File: config.mk
export PLATFORM = sky130hd
export DESIGN_NAME = ipd_port_diag_param_server
export DESIGN_NICKNAME = d
export VERILOG_FILES = /design/src/common/ipd_pkg.sv /design/src/hdl/ipd_port_diag_param_server.sv
export SDC_FILE = /design/constraint.sdc
export NUM_CORES = 2
export LEC_CHECK = 0
export BUFFER_PORTS_ARGS = -buffer_cell sky130_fd_sc_hd__buf_2
export CAP_MARGIN = 20
export CORE_AREA = 4 4 435 437
export DETAILED_ROUTE_END_ITERATION = 7
export DIE_AREA = 0 0 439 441
export HOLD_SLACK_MARGIN = 0.02
export PLACE_DENSITY = 0.74
export SLEW_MARGIN = 20
export SYNTH_ARGS = -nofsm -noshare
export SYNTH_HDL_FRONTEND = slang
export SYNTH_SLANG_ARGS = --single-unit
File: constraint.sdc
create_clock -name core_clk_in -period 6.2 [get_ports core_clk_in]
set_input_delay 0.93 -clock core_clk_in [delete_from_list [all_inputs] [get_ports core_clk_in]]
set_output_delay 0.93 -clock core_clk_in [all_outputs]
set_load 0.05 [all_outputs]
File: src/common/ipd_pkg.sv
// Package for the port supervision and parameter management block.
// Assumes a classic Wishbone slave with 32-bit data and byte addresses.
`default_nettype none
package ipd_pkg;
	localparam int NUM_PORTS = 8;

	// ********************************************
	// Register byte offsets.
	// ********************************************
	localparam logic [7:0] OFS_DIAG_SUPPRESS = 8'h00;
	localparam logic [7:0] OFS_LINK_UP = 8'h04;
	localparam logic [7:0] OFS_PORT_FAULT = 8'h08;
	localparam logic [7:0] OFS_SUPPLY_SHORT = 8'h0C;
	localparam logic [7:0] OFS_STATION_FAULT = 8'h10;
	localparam logic [7:0] OFS_LAMP = 8'h14;
	localparam logic [7:0] OFS_CTRL = 8'h18;
	localparam logic [7:0] OFS_BASE_CYCLE = 8'h1C;
	localparam logic [7:0] OFS_PORT_CFG = 8'h20;
	localparam logic [7:0] OFS_PORT_WIN = 8'h40;
	localparam logic [7:0] OFS_PORT_VID = 8'h60;
	localparam logic [7:0] OFS_PORT_SER = 8'h80;
	localparam logic [7:0] OFS_PS_STATUS = 8'hA0;

	// ********************************************
	// Field positions and reset values.
	// ********************************************
	localparam int STF_RESERVED_BIT = 2;
	localparam logic [7:0] STF_USED_MASK = 8'hFB;
	localparam logic [7:0] LAMP_USED_MASK = 8'h03;
	localparam int CFG_MULT_LSB = 0;
	localparam int CFG_VAL_LSB = 8;
	localparam int CFG_PS_LSB = 10;
	localparam int CFG_UL_BIT = 12;
	localparam int CFG_DL_BIT = 13;
	localparam int CTRL_SUPPRESS_BIT = 0;
	localparam logic [7:0] RST_BYTE = 8'h00;
	localparam logic [31:0] RST_WORD = 32'h0000_0000;
	localparam logic [15:0] RST_BASE_CYCLE = 16'h0001;
	localparam logic [5:0] MULT_MAX = 6'h3F;

	typedef enum logic [1:0] {
		IPD_VAL_NONE = 2'b00,
		IPD_VAL_COMPAT = 2'b01,
		IPD_VAL_IDENT = 2'b10
	} ipd_val_e;

	typedef enum logic [1:0] {
		IPD_PS_OFF = 2'b00,
		IPD_PS_ON = 2'b01,
		IPD_PS_DELETE = 2'b10
	} ipd_ps_e;

	typedef enum logic [1:0] {
		IPD_XFER_NONE = 2'b00,
		IPD_XFER_UPLOAD = 2'b01,
		IPD_XFER_DOWNLOAD = 2'b11
	} ipd_xfer_e;

	// Identity reported by a field device when it starts up.
	typedef struct packed {
		logic [15:0] vendor_id;
		logic [15:0] device_id;
		logic [31:0] serial;
	} ipd_ident_s;

	// Per-port link status from the field side.
	typedef struct packed {
		logic link_up;
		logic port_fault;
		logic supply_short;
		logic upload_flag;
		logic start_req;
	} ipd_port_stat_s;
endpackage
`default_nettype wire

File: src/hdl/ipd_port_diag_param_server.sv
// Port supervision and parameter store policy for an eight-port link master.
// Assumes field-side status is synchronous to core_clk_in; the control bus is Wishbone classic.
//
// Chosen here: the register addresses and the Wishbone interface to the registers.
`default_nettype none

// Behaviour
// - Suppression clears diagnostics, mask re-enables ports.
// - Link-up byte, bit n is port n.
// - Peripheral fault byte, bit n is port n.
// - Sensor supply short byte per port.
// - Station fault byte with fixed bit layout.
// - Offset and length window input data only.
// - No validation accepts any device; here a device whose type differs from a valid store is rejected.
// - Compatibility needs vendor and device match.
// - Identity also needs serial number match.
// - Store on keeps data persistently.
// - Store off keeps data, stops management.
// - Store delete erases port data.
// - Both locked: no transfer, still communicate.
// - Upload only ignores device upload flag.
// - Upload only uploads into empty store; here it uploads on every accepted start, stored or not.
// - Download only always writes stored data.
// - Download only, empty store: skip transfer.
// - Both enabled: upload if empty or flagged.
// - Keep identifiers after upload, check at start.
module ipd_port_diag_param_server
	import ipd_pkg::*;
(
	input wire logic core_clk_in,
	input wire logic rstn_in,
	input wire logic wb_cyc_in,
	input wire logic wb_stb_in,
	input wire logic wb_we_in,
	input wire logic [7:0] wb_adr_in,
	input wire logic [3:0] wb_sel_in,
	input wire logic [31:0] wb_dat_in,
	output logic [31:0] wb_dat_out,
	output logic wb_ack_out,
	input wire ipd_port_stat_s [NUM_PORTS-1:0] port_stat_in,
	input wire ipd_ident_s [NUM_PORTS-1:0] port_ident_in,
	input wire logic [7:0] station_fault_in,
	input wire logic [7:0] port_in_data_in [NUM_PORTS],
	output logic [NUM_PORTS-1:0] diag_enable_out,
	output logic [NUM_PORTS-1:0] comm_start_out,
	output logic [NUM_PORTS-1:0] comm_reject_out,
	output logic [NUM_PORTS-1:0] xfer_upload_out,
	output logic [NUM_PORTS-1:0] xfer_download_out,
	output logic [NUM_PORTS-1:0] store_enable_out,
	output logic [21:0] cycle_time_out [NUM_PORTS],
	output logic [7:0] win_offset_out [NUM_PORTS],
	output logic [7:0] win_length_out [NUM_PORTS],
	output logic [7:0] port_in_data_out [NUM_PORTS],
	output logic [1:0] lamp_out
);

	// ********************************************
	// Register state.
	// ********************************************
	logic [7:0] diag_suppress_mask_q;
	logic [7:0] lamp_q;
	logic ctrl_suppress_q;
	logic [15:0] base_cycle_q;
	logic [15:0] port_cfg_q [NUM_PORTS];
	logic [15:0] port_win_q [NUM_PORTS];
	logic [31:0] port_vid_q [NUM_PORTS];
	logic [31:0] port_ser_q [NUM_PORTS];
	logic [NUM_PORTS-1:0] store_valid_q;
	logic [31:0] store_ident_q [NUM_PORTS];
	logic [7:0] link_up_q;
	logic [7:0] port_fault_q;
	logic [7:0] supply_short_q;
	logic [7:0] station_fault_q;
	logic wb_ack_q;
	logic [31:0] wb_dat_q;
	logic bus_req;
	logic bus_wr;

	assign bus_req = wb_cyc_in && wb_stb_in && !wb_ack_q;
	// A write lands on the edge that samples the acknowledge, which is when the master sees the transfer complete.
	assign bus_wr = wb_cyc_in && wb_stb_in && wb_we_in && wb_ack_q;

	// Byte-lane merge used by every writable register except the control bit, which takes lane 0 directly.
	function automatic logic [31:0] merge_lanes(input logic [31:0] old, input logic [31:0] wdat,
		input logic [3:0] sel);
		logic [31:0] res;
		res = old;
		for (int b = 0; b < 4; b++) begin
			if (sel[b]) begin
				res[b*8 +: 8] = wdat[b*8 +: 8];
			end
		end
		return res;
	endfunction

	// Decodes the register of port p in the bank at base; returns only the hit.
	function automatic logic bank_hit(input logic [7:0] adr, input logic [7:0] base, input int p);
		return adr == base + 8'(p * 4);
	endfunction

	// ********************************************
	// Global registers.
	// ********************************************
	always_ff @(posedge core_clk_in or negedge rstn_in) begin
		if (!rstn_in) begin
			diag_suppress_mask_q <= RST_BYTE;
		end else if (bus_wr && wb_adr_in == OFS_DIAG_SUPPRESS) begin
			diag_suppress_mask_q <= 8'(merge_lanes({24'h0, diag_suppress_mask_q}, wb_dat_in, wb_sel_in));
		end
	end

	// Unused lamp bits are never stored, so they cannot read back as set.
	always_ff @(posedge core_clk_in or negedge rstn_in) begin
		if (!rstn_in) begin
			lamp_q <= RST_BYTE;
		end else if (bus_wr && wb_adr_in == OFS_LAMP) begin
			lamp_q <= 8'(merge_lanes({24'h0, lamp_q}, wb_dat_in, wb_sel_in)) & LAMP_USED_MASK;
		end
	end

	always_ff @(posedge core_clk_in or negedge rstn_in) begin
		if (!rstn_in) begin
			ctrl_suppress_q <= 1'b0;
		end else if (bus_wr && wb_adr_in == OFS_CTRL && wb_sel_in[0]) begin
			ctrl_suppress_q <= wb_dat_in[CTRL_SUPPRESS_BIT];
		end
	end

	always_ff @(posedge core_clk_in or negedge rstn_in) begin
		if (!rstn_in) begin
			base_cycle_q <= RST_BASE_CYCLE;
		end else if (bus_wr && wb_adr_in == OFS_BASE_CYCLE) begin
			base_cycle_q <= 16'(merge_lanes({16'h0, base_cycle_q}, wb_dat_in, wb_sel_in));
		end
	end

	// ********************************************
	// Per-port configuration and parameter store.
	// ********************************************
	for (genvar p = 0; p < NUM_PORTS; p++) begin : g_port
		ipd_val_e val_mode;
		ipd_ps_e ps_mode;
		logic ul_en;
		logic dl_en;
		logic id_match;
		logic accept;
		logic [5:0] mult;
		logic upload_now;
		logic download_now;

		assign val_mode = ipd_val_e'(port_cfg_q[p][CFG_VAL_LSB +: 2]);
		assign ps_mode = ipd_ps_e'(port_cfg_q[p][CFG_PS_LSB +: 2]);
		assign ul_en = port_cfg_q[p][CFG_UL_BIT];
		assign dl_en = port_cfg_q[p][CFG_DL_BIT];
		assign mult = port_cfg_q[p][CFG_MULT_LSB +: 6];
		assign id_match = port_ident_in[p].vendor_id == port_vid_q[p][31:16]
			&& port_ident_in[p].device_id == port_vid_q[p][15:0];

		always_comb begin
			case (val_mode)
				IPD_VAL_NONE: accept = 1'b1;
				IPD_VAL_COMPAT: accept = id_match;
				IPD_VAL_IDENT: accept = id_match && port_ident_in[p].serial == port_ser_q[p];
				default: accept = 1'b1;
			endcase
			// A stored parameter set only fits a device of the type it came from.
			if (store_valid_q[p] && store_ident_q[p] != {port_ident_in[p].vendor_id,
				port_ident_in[p].device_id}) begin
				accept = 1'b0;
			end
		end

		// Transfer direction; management must be on for any exchange.
		always_comb begin
			upload_now = 1'b0;
			download_now = 1'b0;
			if (ps_mode == IPD_PS_ON && accept) begin
				if (ul_en && !dl_en) begin
					upload_now = 1'b1;
				end else if (dl_en && !ul_en) begin
					download_now = store_valid_q[p];
				end else if (ul_en && dl_en) begin
					upload_now = !store_valid_q[p] || port_stat_in[p].upload_flag;
					download_now = store_valid_q[p] && !port_stat_in[p].upload_flag;
				end
			end
		end

		always_ff @(posedge core_clk_in or negedge rstn_in) begin
			if (!rstn_in) begin
				port_cfg_q[p] <= 16'h0000;
				port_win_q[p] <= 16'h0000;
				port_vid_q[p] <= RST_WORD;
				port_ser_q[p] <= RST_WORD;
			end else if (bus_wr) begin
				if (bank_hit(wb_adr_in, OFS_PORT_CFG, p)) begin
					port_cfg_q[p] <= 16'(merge_lanes({16'h0, port_cfg_q[p]}, wb_dat_in, wb_sel_in));
				end
				if (bank_hit(wb_adr_in, OFS_PORT_WIN, p)) begin
					port_win_q[p] <= 16'(merge_lanes({16'h0, port_win_q[p]}, wb_dat_in, wb_sel_in));
				end
				if (bank_hit(wb_adr_in, OFS_PORT_VID, p)) begin
					port_vid_q[p] <= merge_lanes(port_vid_q[p], wb_dat_in, wb_sel_in);
				end
				if (bank_hit(wb_adr_in, OFS_PORT_SER, p)) begin
					port_ser_q[p] <= merge_lanes(port_ser_q[p], wb_dat_in, wb_sel_in);
				end
			end
		end

		// The store is kept while management is off and cleared only by delete.
		always_ff @(posedge core_clk_in or negedge rstn_in) begin
			if (!rstn_in) begin
				store_valid_q[p] <= 1'b0;
				store_ident_q[p] <= RST_WORD;
			end else if (ps_mode == IPD_PS_DELETE) begin
				store_valid_q[p] <= 1'b0;
				store_ident_q[p] <= RST_WORD;
			end else if (upload_now && port_stat_in[p].start_req) begin
				store_valid_q[p] <= 1'b1;
				store_ident_q[p] <= {port_ident_in[p].vendor_id, port_ident_in[p].device_id};
			end
		end

		// A start request is answered one cycle later; locked transfers still communicate.
		always_ff @(posedge core_clk_in or negedge rstn_in) begin
			if (!rstn_in) begin
				comm_start_out[p] <= 1'b0;
				comm_reject_out[p] <= 1'b0;
			end else begin
				comm_start_out[p] <= port_stat_in[p].start_req && accept;
				comm_reject_out[p] <= port_stat_in[p].start_req && !accept;
			end
		end

		// A direction is pulsed only on a start request, never while the link simply runs.
		always_ff @(posedge core_clk_in or negedge rstn_in) begin
			if (!rstn_in) begin
				xfer_upload_out[p] <= 1'b0;
				xfer_download_out[p] <= 1'b0;
			end else begin
				xfer_upload_out[p] <= port_stat_in[p].start_req && upload_now;
				xfer_download_out[p] <= port_stat_in[p].start_req && download_now;
			end
		end

		always_ff @(posedge core_clk_in or negedge rstn_in) begin
			if (!rstn_in) begin
				store_enable_out[p] <= 1'b0;
			end else begin
				store_enable_out[p] <= ps_mode == IPD_PS_ON;
			end
		end

		// The multiplier field is six bits, so 0 to 63 is its whole range.
		always_ff @(posedge core_clk_in or negedge rstn_in) begin
			if (!rstn_in) begin
				cycle_time_out[p] <= '0;
			end else begin
				cycle_time_out[p] <= 22'(base_cycle_q * (mult & MULT_MAX));
			end
		end

		// The window steers input data only; no output path passes through here.
		always_ff @(posedge core_clk_in or negedge rstn_in) begin
			if (!rstn_in) begin
				win_offset_out[p] <= RST_BYTE;
				win_length_out[p] <= RST_BYTE;
			end else begin
				win_offset_out[p] <= port_win_q[p][7:0];
				win_length_out[p] <= port_win_q[p][15:8];
			end
		end

		always_ff @(posedge core_clk_in or negedge rstn_in) begin
			if (!rstn_in) begin
				port_in_data_out[p] <= RST_BYTE;
			end else begin
				port_in_data_out[p] <= port_in_data_in[p];
			end
		end
	end

	// ********************************************
	// Status capture and diagnostic gating.
	// ********************************************
	always_ff @(posedge core_clk_in or negedge rstn_in) begin
		if (!rstn_in) begin
			link_up_q <= RST_BYTE;
			port_fault_q <= RST_BYTE;
			supply_short_q <= RST_BYTE;
		end else begin
			for (int p = 0; p < NUM_PORTS; p++) begin
				link_up_q[p] <= port_stat_in[p].link_up;
				port_fault_q[p] <= port_stat_in[p].port_fault;
				supply_short_q[p] <= port_stat_in[p].supply_short;
			end
		end
	end

	// The reserved bit is dropped on capture, whatever the supply monitor drives there.
	always_ff @(posedge core_clk_in or negedge rstn_in) begin
		if (!rstn_in) begin
			station_fault_q <= RST_BYTE;
		end else begin
			station_fault_q <= station_fault_in & STF_USED_MASK;
		end
	end

	// Suppression takes effect one cycle after the control bit or the mask changes.
	always_ff @(posedge core_clk_in or negedge rstn_in) begin
		if (!rstn_in) begin
			diag_enable_out <= '1;
		end else begin
			diag_enable_out <= ctrl_suppress_q ? diag_suppress_mask_q : 8'hFF;
		end
	end

	assign lamp_out = lamp_q[1:0];

	// ********************************************
	// Wishbone read path; one wait state, unmapped reads return zero.
	// ********************************************
	// The acknowledge is registered, giving one wait state, and clears itself a cycle later.
	always_ff @(posedge core_clk_in or negedge rstn_in) begin
		if (!rstn_in) begin
			wb_ack_q <= 1'b0;
		end else begin
			wb_ack_q <= bus_req;
		end
	end

	always_ff @(posedge core_clk_in or negedge rstn_in) begin
		if (!rstn_in) begin
			wb_dat_q <= RST_WORD;
		end else begin
			wb_dat_q <= RST_WORD;
			if (bus_req && !wb_we_in) begin
				case (wb_adr_in)
					OFS_DIAG_SUPPRESS: wb_dat_q <= {24'h0, diag_suppress_mask_q};
					OFS_LINK_UP: wb_dat_q <= {24'h0, link_up_q};
					OFS_PORT_FAULT: wb_dat_q <= {24'h0, port_fault_q};
					OFS_SUPPLY_SHORT: wb_dat_q <= {24'h0, supply_short_q};
					OFS_STATION_FAULT: wb_dat_q <= {24'h0, station_fault_q};
					OFS_LAMP: wb_dat_q <= {24'h0, lamp_q};
					OFS_CTRL: wb_dat_q <= {31'h0, ctrl_suppress_q};
					OFS_BASE_CYCLE: wb_dat_q <= {16'h0, base_cycle_q};
					OFS_PS_STATUS: wb_dat_q <= {24'h0, store_valid_q};
					default: begin
						for (int p = 0; p < NUM_PORTS; p++) begin
							if (bank_hit(wb_adr_in, OFS_PORT_CFG, p)) begin
								wb_dat_q <= {16'h0, port_cfg_q[p]};
							end
							if (bank_hit(wb_adr_in, OFS_PORT_WIN, p)) begin
								wb_dat_q <= {16'h0, port_win_q[p]};
							end
							if (bank_hit(wb_adr_in, OFS_PORT_VID, p)) begin
								wb_dat_q <= port_vid_q[p];
							end
							if (bank_hit(wb_adr_in, OFS_PORT_SER, p)) begin
								wb_dat_q <= port_ser_q[p];
							end
						end
					end
				endcase
			end
		end
	end

	assign wb_ack_out = wb_ack_q;
	assign wb_dat_out = wb_dat_q;

endmodule // ipd_port_diag_param_server
`default_nettype wire

==> flow_summary.yaml <==
global_routing:
  grt_pass1_vias: 73200
  use_met1_pct: 47.8
  grt_pass1_wl_um: 524000
  busiest_layer: "met2"
  grt_overflow: 0
  grtUsageMet3_pct: 9.69
  met2_usage_pct: 56.3
  grt.total_usage_pct: 37.7
  antenna_found_initial: 65
  grt_max_degree: 160
timing:
  fin_skew_ns: 0.0644
  worstMarginPinSlew_ns: 1.21
  clock.fmax_ghz: 0.182
  setup_viol: 0
  finalHoldViolCount: 0
  fin_crit_sh_pct: 88.4
  report.final.slew_viol_count: 0
  fin_crit_ns: 5.48
  tns_ns: 0
  rsz0062_at_grt: "false"
  slew_headroom_pct: 19.3
logic_synthesis:
  synth_top_family_by_area: "adder cells"
  synth_edf_count: 0
  synth_area_sq_mm: 0.0913
  syn_inst: 8451
  synth-simple-area-share_pct: 10.3
  ys_ff_latch: 1539
  syn_avg_cell_area_sq_um: 10.8
  synth_warnings: 0
  synth_compound_area_share_pct: 7.57
  synth_fa_ha_area_share_pct: 13.5
  syn_nets: 9836
  synthMuxAreaShare_pct: 12.7
  synth_ff_type: "dfrtp_1"
  synthXorXnorAreaFrac_pct: 8.42
  synth_cell_types: 87
  ys_async_sr_fraction_pct: 100
  ys_seq_area_share_pct: 42.2
clocking:
  htreeDepth: 4
  clock-sinks: 1539
  cts_tree: "built"
  cts_buffers: 168
  post_cts_buffers: 0
  ctsResizeCount: 0
  clkLatencyLatePin_ns: 0.87
  hold_buffers: 0
  cts.clk_slew.worst_paths_ns: 0.06
  clock_path_buffers: 3
  cts_root_buffer: "clkbuf_16"
power_and_ir_drop:
  p_leak_nw: 55.1
  powerDensity_mw_per_mm2: 215
  finalPower_w: 0.0226
  peakVddDrop_mv: 0.255
route:
  vias: 73700
  antenna_left: 0
  wl_per_cell_um: 30.7
  via_per_inst: 6.10
  drtIter0Drc: 9257
  drc_errors: 0
  drt-total-wl_um: 371000
  first_pass_iters: 8
setup_path:
  ff2ff_path_depth: 15
  r2r_setup_slack_ns: 0.72
  worstPathRequired_ns: 6.92
  worstReg2RegEnd: "cycle_time_out[43]$_DFF_PN0_"
  crit_type: "flip-flop to flip-flop"
  worstPathArrival_ns: 6.20
  reg2reg_from: "base_cycle_q[3]$_DFFE_PN0P_"
  path_max_fanout: 43
  cp-end-kind: "flip-flop"
  critPathLaunchType: "flip-flop"
finish:
  final_area_sq_mm: 0.105
  areaGrowthSynthToFinish_pct: 15.3
  nFillCells: 15800
  final_util_pct: 56.9
  final_nets: 10800
  drive_gt1_share_pct: 25.5
place:
  gp_congestion: 1.07
  post-dp-hpwl_um: 289000
  io_buffers: 1122
  place_area_sq_mm: 0.0993
floorplanning:
  die-area_sq_mm: 0.194
  initial_core_util_pct: 49.4
  rows: 158
  num_io_pins: 1124
  core_area_sq_mm: 0.185
  die_h_um: 441
  chipWidth_um: 439
outcome:
  status: "complete, no violations"
hold_path:
  min_path_type: "input port to asynchronous set/reset pin"
job:
  cap_viol_max_count: 0
[layer usage]
layer / part of all wire (%) / vias up
li1: - / 30400
met1: 37 / 37400
met2: 44 / 4730
met3: 10 / 1090
met4: 8.6 / 22
met5: 0.035 / -
[critical path: stages, from the launching register on]
cell	delay (ns)
dfrtp_2	1.15
nand2_1	0.19
fa_1	0.58
inv_1	0.04
ha_1	0.27
ha_1	0.29
ha_1	0.23
fa_1	0.48
a211oi_1	0.36
nor4_1	0.17
o311ai_0	0.54
a21oi_1	0.18
o31a_1	0.36
a21o_1	0.18
a21oi_1	0.16
xnor2_1	0.14
[state kept, by name, indices dropped and copies added, names as in the netlist, 16 cells and up]
register / flops
port_cfg_q: 32
g_port.mult: 48
store_ident_q: 256
win_offset_out: 64
port_vid_q: 256
port_in_data_out: 64
g_port.ps_mode: 16
g_port.val_mode: 16
base_cycle_q: 16
wb_dat_out: 32
port_win_q: 128
win_length_out: 64
port_ser_q: 256
cycle_time_out: 176
[cell usage after synthesis, types with 47 or more instances]
library cell | n | area share, %
nor4_1 | 152 | 1.0
dfrtp_1 | 1530 | 42
o21ai_0 | 166 | 0.91
nand3_1 | 65 | 0.36
nand2_1 | 1102 | 4.5
and2_1 | 180 | 1.2
mux2_2 | 801 | 9.9
inv_1 | 745 | 3.1
clkbuf_1 | 310 | 1.3
a221oi_1 | 66 | 0.63
fa_1 | 456 | 10
xnor2_1 | 319 | 3.1
nor2_1 | 180 | 0.74
a22oi_1 | 118 | 0.97
o22ai_1 | 49 | 0.34
xor2_1 | 559 | 5.4
a21oi_1 | 252 | 1.4
buf_2 | 100 | 0.55
mux2i_1 | 262 | 2.9
a211oi_1 | 47 | 0.39
ha_1 | 256 | 3.5
nor3_1 | 70 | 0.38
nand4_1 | 89 | 0.61
[how the worst max path moves through the flow]
| stage | from | to | slack (ns) | cells after the start |
|---|---|---|---|---|
| final | base_cycle_q[3]$_DFFE_PN0P_ | cycle_time_out[43]$_DFF_PN0_ | 0.72 | 15 |
| after global routing | base_cycle_q[3]$_DFFE_PN0P_ | cycle_time_out[43]$_DFF_PN0_ | 0.52 | 15 |
| after CTS | base_cycle_q[3]$_DFFE_PN0P_ | cycle_time_out[43]$_DFF_PN0_ | 0.74 | 15 |
| after detailed placement | base_cycle_q[3]$_DFFE_PN0P_ | cycle_time_out[43]$_DFF_PN0_ | 0.81 | 15 |
| after global placement | base_cycle_q[3]$_DFFE_PN0P_ | cycle_time_out[43]$_DFF_PN0_ | 0.84 | 15 |
| after floorplan | base_cycle_q[0]$_DFFE_PN1P_ | cycle_time_out[64]$_DFF_PN0_ | 1.54 | 16 |
[through the flow]
step                      hold slack (ns)  cells  setup WS [ns]
after CTS                           0.127  12000          0.737
after detailed placement            0.381  11700          0.807
after global routing                0.140  12100          0.518
after floorplan                     0.364   8451           1.54
final                               0.120  12100          0.720
after global placement              0.374  11700          0.840
[cell families after synthesis]
logic type | after synthesis
AO/OA/AOI/OAI | 1037
XOR/XNOR | 878
adder cells (fa/ha/maj) | 712
buffers and inverters | 1198
flip-flops | 1539
multiplexers | 1063
AND/OR/NAND/NOR | 2024
[placed cells by master, fill, tap and decap left out, types with 20 or more instances in the layout]
| cell | synthesis | layout |
|---|---|---|
| o211ai_1 | 25 | 25 |
| mux2i_1 | 262 | 262 |
| a22oi_1 | 118 | 118 |
| o22a_1 | 20 | 20 |
| clkbuf_8 | 0 | 30 |
| buf_2 | 100 | 1121 |
| mux2_2 | 801 | 801 |
| and2_1 | 180 | 178 |
| clkbuf_1 | 310 | 27 |
| clkbuf_16 | 0 | 170 |
| a22o_1 | 33 | 33 |
| nand3_1 | 65 | 64 |
| o21ai_0 | 166 | 166 |
| dfrtp_1 | 1530 | 1515 |
| fa_1 | 456 | 456 |
| nor4_1 | 152 | 152 |
| a21o_1 | 25 | 25 |
| o21ai_1 | 41 | 41 |
| o221ai_1 | 32 | 32 |
| buf_4 | 13 | 129 |
| and3_1 | 40 | 40 |
| clkinv_2 | 0 | 25 |
| a21oi_1 | 252 | 252 |
| nor2_1 | 180 | 176 |
| nand2_1 | 1102 | 1094 |
| a221oi_1 | 66 | 66 |
| diode_2 | 0 | 48 |
| inv_1 | 745 | 745 |
| nor2b_1 | 23 | 23 |
| nor3_1 | 70 | 69 |
| a31oi_1 | 37 | 37 |
| ha_1 | 256 | 256 |
| o22ai_1 | 49 | 49 |
| nand4_1 | 89 | 89 |
| a211oi_1 | 47 | 46 |
| nand2b_1 | 24 | 24 |
| xnor2_1 | 319 | 319 |
| xor2_1 | 559 | 559 |
[power breakdown]
part / switching (W) / internal, W
combinational: 0.00113 / 0.000471
clock: 0.00451 / 0.00623
sequential: 0.000102 / 0.0102
total: 0.00575 / 0.0169
[layout make-up]
| type | count | area, sq um | area share, % |
|---|---|---|---|
| clock buffer | 227 | 4770 | 4.53 |
| multi-input combinational | 5714 | 48100 | 45.7 |
| sequential | 1539 | 38500 | 36.6 |
| antenna | 48 | 120 | 0.114 |
| clock inverter | 73 | 1100 | 1.04 |
| tap | 2480 | 3100 | 2.95 |
| timing repair buffer | 1260 | 6780 | 6.44 |
| inverter | 745 | 2800 | 2.65 |
Note: power is estimated with default switching activity, not from simulation.
